===== config.mk =====
export PLATFORM = sky130hd
export DESIGN_NAME = acc_conversion_control
export DESIGN_NICKNAME = d
export VERILOG_FILES = /design/src/hdl/acc_pkg.sv /design/src/hdl/acc_conversion_control.sv
export SDC_FILE = /design/constraint.sdc
export NUM_CORES = 1
export LEC_CHECK = 0
export ABC_CLOCK_PERIOD_IN_PS = 3900
export BUFFER_PORTS_ARGS = -buffer_cell sky130_fd_sc_hd__buf_4
export CAP_MARGIN = 20
export CORE_ASPECT_RATIO = 1.2
export CORE_UTILIZATION = 50
export CTS_CLUSTER_SIZE = 10
export DETAILED_ROUTE_END_ITERATION = 10
export PLACE_DENSITY = 0.76
export SLEW_MARGIN = 5
export SYNTH_ARGS = -nofsm -noshare
export SYNTH_HDL_FRONTEND = slang
export SYNTH_SLANG_ARGS = --single-unit

===== constraint.sdc =====
create_clock -name CLOCK -period 3.9 [get_ports CLOCK]
set_input_delay 0.78 -clock CLOCK [delete_from_list [all_inputs] [get_ports CLOCK]]
set_output_delay 0.78 -clock CLOCK [all_outputs]
set_load 0.1 [all_outputs]

===== src/hdl/acc_pkg.sv =====
// Contract
// - Software writing one to the go flag starts a conversion.
// - Hardware clears the go flag when the conversion finishes.
// - Completion sets the done flag in the peripheral flag register.
// - Interrupt requested only when converter, peripheral and global enables are set.
// - Clearing the go flag during a conversion aborts it.
// - An abort leaves the result unchanged.
// - After abort, wait two bit periods; software must not restart meanwhile.
// - After the abort wait, acquisition restarts on the selected channel automatically.
// - After completion, keep the sampling switch open one bit period.
// - Each completed conversion places an 8-bit result in the result register.
`default_nettype none
package acc_pkg;
  localparam int RES_W        = 8;
  localparam int CH_W         = 3;
  localparam int DIV_W        = 8;
  localparam int CNV_PERIODS  = 9;
  localparam int ABORT_WAIT   = 2;
  localparam int HOLD_WAIT    = 1;
  localparam logic [DIV_W-1:0] RC_DIV = 8'h04;
  localparam logic [RES_W-1:0] RES_RST = 8'h00;

  typedef enum logic [1:0] {
    ACC_IDLE  = 2'b00,
    ACC_CONV  = 2'b01,
    ACC_ABORT = 2'b10,
    ACC_HOLD  = 2'b11
  } acc_state_t;

  typedef struct packed {
    logic             wr;
    logic             go;
    logic             done_clr;
    logic             res_wr;
    logic [RES_W-1:0] res_wdata;
  } acc_sw_t;

  typedef struct packed {
    logic conv_ie;
    logic periph_ie;
    logic global_ie;
  } acc_ie_t;

  typedef struct packed {
    acc_state_t       st;
    logic [DIV_W-1:0] div;
    logic [3:0]       per;
    logic             go;
    logic             done;
    logic             irq;
    logic             sample;
    logic [CH_W-1:0]  ch;
    logic [RES_W-1:0] res;
    logic [RES_W-1:0] sar;
  } acc_reg_t;
endpackage : acc_pkg
`default_nettype wire


===== src/hdl/acc_conversion_control.sv =====
`default_nettype none
module acc_conversion_control
  import acc_pkg::*;
(
  input  wire logic                    CLOCK,      // System clock, 250 MHz.
  input  wire logic                    RST,        // Synchronous reset, active high.
  input  wire logic                    ENABLE,     // Converter switched on.
  input  wire logic                    CLK_SEL_RC, // Use internal RC bit clock divider.
  input  wire logic [acc_pkg::DIV_W-1:0] CLK_DIV,  // System clocks per bit period.
  input  wire logic [acc_pkg::CH_W-1:0] CHANNEL,   // Selected analog input.
  input  wire acc_pkg::acc_sw_t        SW,         // Software writes.
  input  wire acc_pkg::acc_ie_t        IE,         // Interrupt enables.
  input  wire logic                    CMP_BIT,    // Comparator decision for current bit.
  output logic                         GO,         // Go flag readback.
  output logic                         DONE,       // Conversion done flag.
  output logic                         IRQ,        // Interrupt request.
  output logic                         SAMPLE,     // Sampling switch closed.
  output logic [acc_pkg::CH_W-1:0]     MUX_CH,     // Channel to multiplexer.
  output logic [acc_pkg::RES_W-1:0]    RESULT      // Conversion result.
);
  import acc_pkg::*;

  // All sequencer state, approximation register included, lives in one struct.
  acc_reg_t         acc_r;
  acc_reg_t         acc_nxt;
  logic [DIV_W-1:0] div_lim;
  logic             tick;
  logic             sw_start;
  logic             sw_abort;
  logic             irq_gate;
  logic             bit_slot;
  logic             last_slot;

  // A zero divider would tick only once every 256 clocks, so it is raised to one clock per bit period.
  assign div_lim   = CLK_SEL_RC ? RC_DIV
                   : ((CLK_DIV == '0) ? DIV_W'(1) : CLK_DIV);
  assign tick      = (acc_r.div >= div_lim - DIV_W'(1));
  assign sw_start  = SW.wr && SW.go && ENABLE;
  // Dropping the enable mid-conversion is treated like a software abort.
  assign sw_abort  = (SW.wr && !SW.go) || !ENABLE;
  assign irq_gate  = IE.conv_ie && IE.periph_ie && IE.global_ie;
  assign bit_slot  = (acc_r.per >= 4'h1) && (acc_r.per <= 4'(RES_W));
  assign last_slot = (acc_r.per == 4'(CNV_PERIODS - 1));

  always_comb begin
    acc_nxt     = acc_r;
    acc_nxt.div = tick ? '0 : acc_r.div + DIV_W'(1);
    acc_nxt.ch  = CHANNEL;
    // A clear is applied first so that a completion in the same cycle wins.
    if (SW.done_clr) begin
      acc_nxt.done = 1'b0;
    end
    if (SW.res_wr) begin
      acc_nxt.res = SW.res_wdata;
    end
    case (acc_r.st)
      ACC_IDLE: begin
        acc_nxt.sample = ENABLE;
        if (sw_start) begin
          acc_nxt.go     = 1'b1;
          acc_nxt.st     = ACC_CONV;
          acc_nxt.per    = '0;
          acc_nxt.sample = 1'b0;
          acc_nxt.sar    = '0;
          acc_nxt.div    = '0;
        end
      end
      ACC_CONV: begin
        if (sw_abort) begin
          // The partial code stays in the approximation register only.
          acc_nxt.go  = 1'b0;
          acc_nxt.st  = ACC_ABORT;
          acc_nxt.per = '0;
          acc_nxt.div = '0;
        end else if (tick) begin
          acc_nxt.per = acc_r.per + 4'h1;
          if (bit_slot) begin
            acc_nxt.sar[RES_W - int'(acc_r.per)] = CMP_BIT;
          end
          if (last_slot) begin
            // The last decision lands in this cycle, so the updated code is taken.
            acc_nxt.go   = 1'b0;
            acc_nxt.done = 1'b1;
            acc_nxt.res  = acc_nxt.sar;
            acc_nxt.st   = ACC_HOLD;
            acc_nxt.per  = '0;
          end
        end
      end
      ACC_ABORT: begin
        if (tick) begin
          acc_nxt.per = acc_r.per + 4'h1;
          if (acc_r.per == 4'(ABORT_WAIT - 1)) begin
            acc_nxt.st     = ACC_IDLE;
            acc_nxt.sample = ENABLE;
          end
        end
      end
      ACC_HOLD: begin
        acc_nxt.sample = 1'b0;
        if (tick && acc_r.per == 4'(HOLD_WAIT - 1)) begin
          acc_nxt.st     = ACC_IDLE;
          acc_nxt.sample = ENABLE;
        end
      end
      default: begin
        acc_nxt.st = ACC_IDLE;
      end
    endcase
    acc_nxt.irq = acc_nxt.done && irq_gate;
  end

  always_ff @(posedge CLOCK) begin
    if (RST) begin
      acc_r <= '{st: ACC_IDLE, div: '0, per: '0, go: 1'b0, done: 1'b0, irq: 1'b0,
                 sample: 1'b0, ch: '0, res: RES_RST, sar: '0};
    end else begin
      acc_r <= acc_nxt;
    end
  end

  assign GO     = acc_r.go;
  assign DONE   = acc_r.done;
  assign IRQ    = acc_r.irq;
  assign SAMPLE = acc_r.sample;
  assign MUX_CH = acc_r.ch;
  assign RESULT = acc_r.res;

  property p_done_clears_go;
    @(posedge CLOCK) disable iff (RST)
      $rose(acc_r.done) |-> !acc_r.go && acc_r.st == ACC_HOLD;
  endproperty
  a_done_clears_go: assert property (p_done_clears_go) else $error("go not cleared");

  property p_go_tracks;
    @(posedge CLOCK) disable iff (RST)
      acc_r.go == (acc_r.st == ACC_CONV);
  endproperty
  a_go_tracks: assert property (p_go_tracks) else $error("go flag out of step");

  property p_start;
    @(posedge CLOCK) disable iff (RST)
      (acc_r.st == ACC_IDLE && SW.wr && SW.go && ENABLE) |=> acc_r.go && acc_r.st == ACC_CONV;
  endproperty
  a_start: assert property (p_start) else $error("conversion not started");

  property p_abort_keeps;
    @(posedge CLOCK) disable iff (RST)
      (acc_r.st == ACC_CONV && SW.wr && !SW.go && !SW.res_wr) |=> acc_r.st == ACC_ABORT
        && $stable(acc_r.res);
  endproperty
  a_abort_keeps: assert property (p_abort_keeps) else $error("abort changed result");

  property p_enable_abort;
    @(posedge CLOCK) disable iff (RST)
      (acc_r.st == ACC_CONV && !ENABLE) |=> acc_r.st == ACC_ABORT && !acc_r.go;
  endproperty
  a_enable_abort: assert property (p_enable_abort) else $error("enable drop not aborted");

  property p_irq;
    @(posedge CLOCK) disable iff (RST)
      acc_r.irq == (acc_r.done && $past(IE.conv_ie && IE.periph_ie && IE.global_ie));
  endproperty
  a_irq: assert property (p_irq) else $error("irq mismatch");

  property p_irq_needs_done;
    @(posedge CLOCK) disable iff (RST)
      acc_r.irq |-> acc_r.done;
  endproperty
  a_irq_needs_done: assert property (p_irq_needs_done) else $error("irq without done");

  property p_hold_open;
    @(posedge CLOCK) disable iff (RST)
      acc_r.st == ACC_HOLD |-> !acc_r.sample;
  endproperty
  a_hold_open: assert property (p_hold_open) else $error("switch closed in hold");

  // The shortest abort wait is two clocks, with a divider of one.
  property p_abort_no_sample;
    @(posedge CLOCK) disable iff (RST)
      $rose(acc_r.st == ACC_ABORT) |-> (acc_r.st == ACC_ABORT && !acc_r.sample)[*2];
  endproperty
  a_abort_no_sample: assert property (p_abort_no_sample) else $error("abort wait short");

  // A start arriving during either wait must leave the go flag low.
  property p_busy_refuse;
    @(posedge CLOCK) disable iff (RST)
      (acc_r.st == ACC_ABORT || acc_r.st == ACC_HOLD) && sw_start |=> !acc_r.go;
  endproperty
  a_busy_refuse: assert property (p_busy_refuse) else $error("start taken while busy");

  property p_auto_acquire;
    @(posedge CLOCK) disable iff (RST)
      $past(acc_r.st == ACC_ABORT) && acc_r.st == ACC_IDLE && $past(ENABLE) |-> acc_r.sample;
  endproperty
  a_auto_acquire: assert property (p_auto_acquire) else $error("no acquisition after abort");

  property p_mux_follow;
    @(posedge CLOCK) disable iff (RST)
      !$past(RST) |-> acc_r.ch == $past(CHANNEL);
  endproperty
  a_mux_follow: assert property (p_mux_follow) else $error("channel not passed on");

  property p_done_sticky;
    @(posedge CLOCK) disable iff (RST)
      (acc_r.done && !SW.done_clr) |=> acc_r.done;
  endproperty
  a_done_sticky: assert property (p_done_sticky) else $error("done dropped");

  // The result carries the seven earlier decisions and the one taken at completion.
  property p_result_load;
    @(posedge CLOCK) disable iff (RST)
      $rose(acc_r.done) |-> acc_r.res == {$past(acc_r.sar[RES_W-1:1]), $past(CMP_BIT)};
  endproperty
  a_result_load: assert property (p_result_load) else $error("result not loaded");

  property p_div_wrap;
    @(posedge CLOCK) disable iff (RST)
      tick |=> acc_r.div == '0;
  endproperty
  a_div_wrap: assert property (p_div_wrap) else $error("bit period divider not wrapped");
endmodule : acc_conversion_control
`default_nettype wire


## Word-level counts from Yosys, hierarchy flattened

Cells that the tools add are included.
Widths: inputs -> output; s select.

| cells by class | value |
|---|---|
| reduce and logical (&&, ||, !) cells | 23 |
| order comparisons | 5 |
| multiplexer cells | 38 |
| equal/unequal tests | 13 |
| $add $sub $neg | 4 |

Operators with widths:

| cell | number |
|---|---|
| $mux 8 | 9 |
| $mux 16 | 2 |
| $pmux 8 s2 | 2 |
| $mux 15 | 1 |
| $mux 2 | 6 |
| $mux 6 | 2 |
| $ne 2x2->1 const B | 6 |
| $pmux 4 s3 | 1 |
| $reduce_and 4->1 | 3 |
| $logic_and 1x1->1 | 9 |
| $add 8x1->8 const B | 1 |
| $bwmux 8 | 1 |
| $ge 8x8->1 | 1 |
| $logic_not 8->1 | 1 |
| $mux 1 | 8 |
| $pmux 2 s4 | 1 |
| $sub 8x1->8 const B | 1 |
| $ne 3x3->1 const B | 2 |
| $reduce_and 6->1 | 1 |
| $reduce_bool 3->1 | 2 |
| $ge 5x1->1 const B | 1 |
| $lt 5x5->1 const B | 1 |
| $mux 5 | 1 |
| $sub 4x4->5 const A | 1 |
| 17 further kinds | 19 |

| storage, ports and cells | value |
|---|---|
| bits of input ports | 31 |
| logic and storage cells | 93 |
| flip-flop bits (word level) | 37 |
| output and inout port bits | 15 |

## Logic depth before layout (Yosys ltp)

Gate-level depths: netlist (run 1).

| logic depth | value |
|---|---|
| depth in word-level cells | 11 |
| mapped depth | 17 |
| gate-level depth less buffers | 16 |

## Worst setup path after synthesis (run 1)

OpenSTA, ideal clock, no wires.

| timing | value |
|---|---|
| kind | input port to flip-flop |
| from | input CLK_DIV[4] (netlist bit) |
| to | register acc_r[25] (netlist bit) |
| path buffers | 1 |
| data required time | 3.826 ns |
| slack | 0.090 ns |
| arrival time | 3.735 ns |
| setup time | 0.074 ns |
| cell stages on the path | 17 |
| cells stage by stage | or3_1 or2_2 nor4_1 o21bai_1 ha_1 inv_1 nor2_1 xnor2_1 or2_2 ha_1 nand2_1 o21a_1 buf_2 o21a_1 a221oi_2 nand4_1 a31oi_1 |

| between the ends | value |
|---|---|
| word-level cells in the longest chain between the ends | 7 |
| elaborated cells between the ends (all ways) | 8 |
| classes of those cells | add/sub: 1; order compare: 1; eq/ne: 2; mux: 2; reduce/logical: 2 |

RTL lines:

| what | RTL line | text |
|---|---|---|
| start, declared | acc_conversion_control.sv:9 | `input wire logic [acc_pkg::DIV_W-1:0] CLK_DIV,` |
| $logic_not 8->1 | acc_conversion_control.sv:36 | `: ((CLK_DIV == '0) ? DIV_W'(1) : CLK_DIV);` |
| $mux 8 (*) | acc_conversion_control.sv:36 |  |
| $mux 8 (*) | acc_conversion_control.sv:35 | `assign div_lim = CLK_SEL_RC ? RC_DIV` |
| $sub 8x1->8 (*) | acc_conversion_control.sv:37 | `assign tick = (acc_r.div >= div_lim - DIV_W'(1));` |
| $ge 8x8->1 (*) | acc_conversion_control.sv:37 |  |
| $ne 3x3->1 (no line) / $ne 2x2->1 (equally long branches) | n/a |  |
| $reduce_and 4->1 (no line) (*) | n/a |  |
| end signal, assigned | acc_conversion_control.sv:115 | `acc_r <= '{st: ACC_IDLE, div: '0, per: '0, go: 1'b0, done: 1'b0, irq: 1'b0,` |
| end signal, assigned | acc_conversion_control.sv:118 | `acc_r <= acc_nxt;` |
| end, declared | acc_conversion_control.sv:24 | `acc_reg_t acc_r;` |

Mark *: on every way between the ends. The rest lies on a longest branch, timed or not.
A chain may end at the register's enable or synchronous reset.

## Final worst setup path (run 1)

| timing | value |
|---|---|
| from | input CLK_DIV[4] (netlist bit) |
| to | register acc_r[1] (netlist bit) |

| between the ends | value |
|---|---|
| word-level cells in the longest chain between the ends | 7 |

RTL lines:

| what | RTL line |
|---|---|
| $logic_not 8->1 | acc_conversion_control.sv:36 |
| $mux 8 (*) | acc_conversion_control.sv:36 |
| $mux 8 (*) | acc_conversion_control.sv:35 |
| $sub 8x1->8 (*) | acc_conversion_control.sv:37 |
| $ge 8x8->1 (*) | acc_conversion_control.sv:37 |
| $ne 2x2->1 (no line) (*) | n/a |
| $reduce_and 4->1 (no line) (*) | n/a |

Marks and branches as above.

==> metrics.md, run 1 <==
| Metric | Value |
|---|---|
| Status | completed |
| Pwr Density | 383 nW/um^2 |
| Final Skew | 0.00911 ns |
| First-pass GRT wire length | 8710 um |
| Wire per inst | 13.5 um |
| Num CTS Buffers | 5 |
| Worst Path Required | 4.10 ns |
| P_leak | 1.25 nW |
| Mapped cell area | 2480 um^2 |
| CTS H-Tree Depth | 2 |
| Hold_buf cts | 0 |
| DP Wirelength | 3920 um |
| Syn-to-layout area delta | 19.4% |
| Chip Height | 79.1 um |
| Total power | 1.13 mW |
| Most used cell, CP | buf_4 |
| Initial Util | 0.531 |
| CTS tree | yes |
| Nets@finish | 375 |
| Synth Instances | 283 |
| CP Cell Sequence | buf_4 > or3_1 > or2_2 > nor4_2 > o21bai_1 > ha_1 > inv_1 > buf_4 > xnor2_1 > ha_1 > a31oi_1 > nor2b_2 > o21ai_4 > a21oi_1 > o21a_1 > buf_4 > o32ai_1 |
| Final Core Density | 0.634 |
| Worst-Margin Slew | 0.614 ns |
| Port buffer count | 45 |
| Pre-CTS setup slack | -0.147 ns |
| CP startpoint kind | primary input |
| Grt ovf | 0 |
| Crit. End Element | flop |
| Period utilization | 0.938 |
| Post-CTS Setup Bufs | 0 |
| IO Count | 46 |
| Yosys warns | 0 |
| Fin. Hold Viols | 0 |
| Later-pin clock latency in the skew report | 0.30 ns |
| Clock buffer depth | 2 |
| Setup_tns | 0 ns |
| Gates resized, CTS repair | 0 |
| CP max stage delay | 0.37 ns |
| Synthesized area per cell | 8.75 um^2 |
| Ys async rst share | 0 |
| Tot GR Track Use | 0.211 |
| Worst-path clk slew | 0.07 ns |
| Final WL | 5220 um |
| Post-synth top area share | 0.299 |
| Vias/cell | 5.64 |
| Sequential cell area fraction in the yosys report | 0.299 |
| Main synth FF type | dfxtp_1 |
| Mapped Nets | 331 |
| Final Wtd Congestion | 0.853 |
| CP Max Fanout | 8 |
| CP max-delay cell | or3_1 |
| WP data arrival | 3.85 ns |
| Slew HR | 0.589 |
| Post-synth EDFFs | 0 |
| Core Box Area | 4660 um^2 |
| Worst Path Buf+Inv | 4 |
| Initial antenna violation count | 0 |
| #FFs+latches synth | 37 |
| Vias in the first global route | 2101 |
| DRC errors left | 0 |
| Commonest cells after routing, fill and taps aside | buf_4, dfxtp_1, a21oi_1, inv_1, nand3_1 |
| Leading cell type in the layout, fill and taps excluded | buf_4 |
| WHS | 0.475 ns |
| Critical path class | primary input to flop |
| Largest net degree at the start of global routing | 23 |
| Inserted Diodes | 0 |
| Maximum capacitance violations | 0 |
| Slew Limit Fails | 0 |
| Fmax | 273 MHz |
| Layout cells sized above 1 | 0.277 |
| Netlist cell types | 55 |
| Count of final setup violators | 0 |
| First drt pass iteration count | 7 |
| VDD IR-drop max | 0.247 mV |
| Worst setup margin | 0.243 ns |
| Die area | 5240 um^2 |
| Num Clock Sinks | 37 |
| Die span in x | 66.2 um |
| Worst hold path class | flop to flop |
| Crit-path leading delay family | compound AO/OA/AOI/OAI gates |
| Tmin final | 3.66 ns |
| Root buffer cell | clkbuf_8 |
| 1st-iter DRT viols | 52 |
| Top post-synthesis cells by area | dfxtp_1, ha_1, a21oi_1 |
| Placement row count | 27 |
| Fill count | 407 |
| Top cell type by total area after synthesis | dfxtp_1 |
| Post-route ant nets | 0 |
| Vias after detailed routing | 2176 |
==> worst min-delay path, stage by stage, from the launching register on <==
cell     delay (ns)
dfxtp_1        0.31
inv_1          0.05
o32ai_1        0.07
==> where the power goes <==
part	internal, mW	switching [mW]	leakage [nW]
combinational	0.153	0.238	0.890
clock	0.163	0.149	0.0549
sequential	0.403	0.0247	0.301
==> synthesized netlist by cell type (3+ instances only) <==
| cell | count |
|---|---|
| mux2i_1 | 6 |
| nand2_1 | 12 |
| ha_1 | 17 |
| mux2_2 | 6 |
| or3_1 | 3 |
| nor2_1 | 18 |
| o21ai_0 | 8 |
| nand2b_1 | 5 |
| nor2b_1 | 7 |
| o32ai_1 | 8 |
| a21oi_1 | 21 |
| o211a_1 | 3 |
| nor4_1 | 3 |
| nor3_1 | 3 |
| inv_1 | 19 |
| dfxtp_1 | 37 |
| nand3_1 | 19 |
| o21a_1 | 4 |
| xnor2_1 | 5 |
| a211oi_1 | 4 |
| buf_4 | 13 |
| buf_6 | 4 |
| and3_1 | 3 |
| xor2_1 | 9 |
| a31oi_1 | 10 |
==> cells by family after synthesis <==
family	after synthesis	share of synthesized area
and+or+nand+nor	87	0.193
xor gates and xnor gates	14	0.0495
buffers and inverters	41	0.0985
AOI/OAI and AO/OA	75	0.223
DFF	37	0.299
adders and majority gates	17	0.0859
muxes	12	0.0515
==> metrics by stage <==
stage	cell area [um^2]	instances
after floorplan	2480	283
after global placement	2820	377
after detailed placement	2820	377
after CTS	2930	385
after global routing	2960	386
final	2960	386
==> per-layer routing <==
| metal | part of all wire | GRT usage | vias to the layer above | routed length (um) |
|---|---|---|---|---|
| met4 | 0.016 | 0.0702 | 0 | 81 |
| met3 | 0.042 | 0.0474 | 8 | 219 |
| met1 | 0.42 | 0.225 | 1015 | 2180 |
| li1 | - | - | 1101 | - |
| met2 | 0.52 | 0.399 | 52 | 2730 |
| met5 | 0 | 0 | - | 0 |
==> path summary, 6_finish.rpt <==
kind | from | endpoint | slack (ns) | cells after the start
max | CLK_DIV[4] | acc_r[1] | 0.24 | 17
min | acc_r[5] | acc_r[5] | 0.48 | 2
max reg2reg | acc_r[23] | acc_r[1] | 1.57 | 8
min reg2reg | acc_r[5] | acc_r[5] | 0.48 | 2
==> cell type report <==
cell class | instances | area, um^2 | area share
multi-input cells | 206 | 1520 | 0.515
inverters | 20 | 75.1 | 0.0254
clock inverters | 1 | 8.76 | 0.00296
well taps | 58 | 72.6 | 0.0246
clock buffers | 7 | 96.3 | 0.0326
repair buffers | 57 | 440 | 0.149
flip-flops and latches | 37 | 741 | 0.251
==> state kept, by name, indices dropped and copies added, names as in the netlist <==
name / flops
MUX_CH: 3
acc_r: 22
IRQ: 1
GO: 1
DONE: 1
RESULT: 8
SAMPLE: 1
Power figures use the tool's default switching activity.
==> run 2: changes to the inputs <==
Settings changed: REMOVE_ABC_BUFFERS set to 1.
==> run 2 against run 1 <==
Effect of this change:
- worst hold slack improved by 0.0035 ns
- via count rose by 2.1%
- wire length rose by 8.0%
- utilization grew 2.3 points
- final cell count grew 0.26%
- critical endpoint is now SAMPLE
- first-iteration DRC count up 62%
- global-route usage rose by 0.98 points
- flip-flop and latch count stayed put
- largest power group unchanged
- worst setup slack got worse by 0.14 ns
- sequential share of layout area is 0.88 points lower
- sequential power hardly changed
==> metrics.md, run 2 (synthesized netlist as in run 1, its figures left out) <==
| Metric | Value |
|---|---|
| Die area | 5240 um^2 |
| Clock Power Share | 0.233 |
| Largest net degree at the start of global routing | 23 |
| Worst setup path startpoint | CLK_DIV[2] |
| CP max-delay cell | or3_4 |
| Worst hold path startpoint | GO |
| Chip Height | 79.1 um |
| Switching share of power | 0.375 |
| Post-route ant nets | 0 |
| Wire per inst | 14.6 um |
| CP startpoint kind | primary input |
| Internal Pwr Total | 694 uW |
| Vias after detailed routing | 2221 |
| Vias in the first global route | 2095 |
| Tmin final | 3.80 ns |
| Sw Pwr | 416 uW |
| Worst-path clk slew | 0.07 ns |
| WP data arrival | 3.99 ns |
| Layout cells sized above 1 | 0.322 |
| Vias/cell | 5.74 |
| Tot GR Track Use | 0.221 |
| Largest Register | acc_r |
| DRC errors left | 0 |
| First drt pass iteration count | 4 |
| Leading cell type in the layout, fill and taps excluded | buf_4 |
| Crit-path leading delay family | compound AO/OA/AOI/OAI gates |
| Final Wtd Congestion | 0.839 |
| Crit. End Element | flop |
| Commonest cells after routing, fill and taps aside | buf_4, dfxtp_1, a21oi_1, nand3_1 |
| VDD IR-drop max | 0.244 mV |
| Initial antenna violation count | 0 |
| CP max stage delay | 0.38 ns |
| Pre-CTS setup slack | -0.218 ns |
| CTS H-Tree Depth | 2 |
| Port buffer count | 45 |
| Worst Path Buf+Inv | 4 |
| Grt ovf | 0 |
| Die span in x | 66.2 um |
| Nets@finish | 376 |
| Cell Count Post-Placement | 374 |
| Max FFs per register | 22 |
| First-pass GRT wire length | 9050 um |
| 1st-iter DRT viols | 84 |
| IO Count | 46 |
| Root buffer cell | clkbuf_8 |
| Final Skew | 0.00587 ns |
| Slew HR | 0.558 |
| DP Wirelength | 4060 um |
| Total power | 1.11 mW |
| Maximum capacitance violations | 0 |
| Reg-to-Reg Start | acc_r[23] |
| Initial Util | 0.531 |
| Status | completed |
| Worst setup margin | 0.104 ns |
| Num Clock Sinks | 37 |
| Count of final setup violators | 0 |
| CTS tree | yes |
| Later-pin clock latency in the skew report | 0.29 ns |
| Fin. Hold Viols | 0 |
| Final Core Density | 0.657 |
| Final WL | 5630 um |
| Final Non-Filler Cells | 387 |
| P_leak | 1.27 nW |
| Placement row count | 27 |
| Worst Path Required | 4.09 ns |
| Worst-Margin Slew | 0.660 ns |
| RSZ-0062 raised after global routing | yes |
| CP Cell Sequence | buf_6 > or3_4 > or2_4 > nor4_4 > o21bai_1 > ha_2 > inv_2 > buf_6 > or3_4 > xnor2_2 > nand2b_1 > ha_1 > a21oi_1 > o21a_4 > clkbuf_2 > a21oi_2 > a211o_1 > a41o_1 |
| Clock buffer depth | 2 |
| Syn-to-layout area delta | 23.7% |
| Hold_buf cts | 0 |
| Register share of total power | 0.386 |
| CP Max Fanout | 6 |
| Worst hold path class | flop to flop |
| WHS | 0.479 ns |
| Fmax | 263 MHz |
| Pwr Density | 362 nW/um^2 |
| Core Box Area | 4660 um^2 |
| Slew Limit Fails | 0 |
| Setup slack, reg-to-reg | 1.49 ns |
| Inserted Diodes | 0 |
| Num CTS Buffers | 5 |
| Period utilization | 0.973 |
| Critical path class | primary input to flop |
| Combinational share of power | 0.381 |
[run 2: cell count changes in the layout (fill, tap and decap cells not counted), sizes merged]
cell    before  now
clkinv       0    2
inv         21   20
o21a         5    4
buf         57   58
[run 2: final timing paths]
path / end / depth (start not counted)
min: GO / 2
max reg2reg: acc_r[1] / 8
max: SAMPLE / 18
min reg2reg: GO / 2
[run 2: tightest hold or removal path: stages, from the launching register on]
cell and delay, ns:
dfxtp_1 0.31, nand2_1 0.05, mux2i_1 0.06
[run 2: what timing repair did]
action                                  CTS  global route
gates resized for setup                   0            30
setup buffers                             0             5
endpoints found under the hold margin     0             0
endpoints found under the setup margin    0            25
[run 2: cell type report]
type	instances	area [um^2]
Multi-Input combinational cell	205	1620
Fill cell	392	1600
Sequential cell	37	741
Timing Repair Buffer	59	472
Inverter	20	75.1
Clock buffer	6	72.6
Tap cell	58	72.6
Clock inverter	2	10.0
[run 2: metrics by stage]
stage,cell area (um^2),TNS (ns)
6_report,3060,0
5_1_grt,3060,-0.0897
4_1_cts,2880,0
3_5_place_dp,2800,-3.51
3_3_place_gp,2800,-0.885
2_1_floorplan,2310,0
[run 2: routing by layer]
metal	wire (um)	global-route usage
met2	2990	0.405
met4	84	0.0809
met3	241	0.0417
met1	2320	0.248
met5	0	0
[run 2: power groups by stage]
stage          sequential (mW)  combinational [mW]  clock [mW]
6_report                 0.429               0.422       0.259
5_1_grt                  0.433               0.458       0.280
4_1_cts                  0.429               0.378       0.266
3_5_place_dp             0.437               0.377           0
3_3_place_gp             0.436               0.372           0
2_1_floorplan            0.497               0.208           0
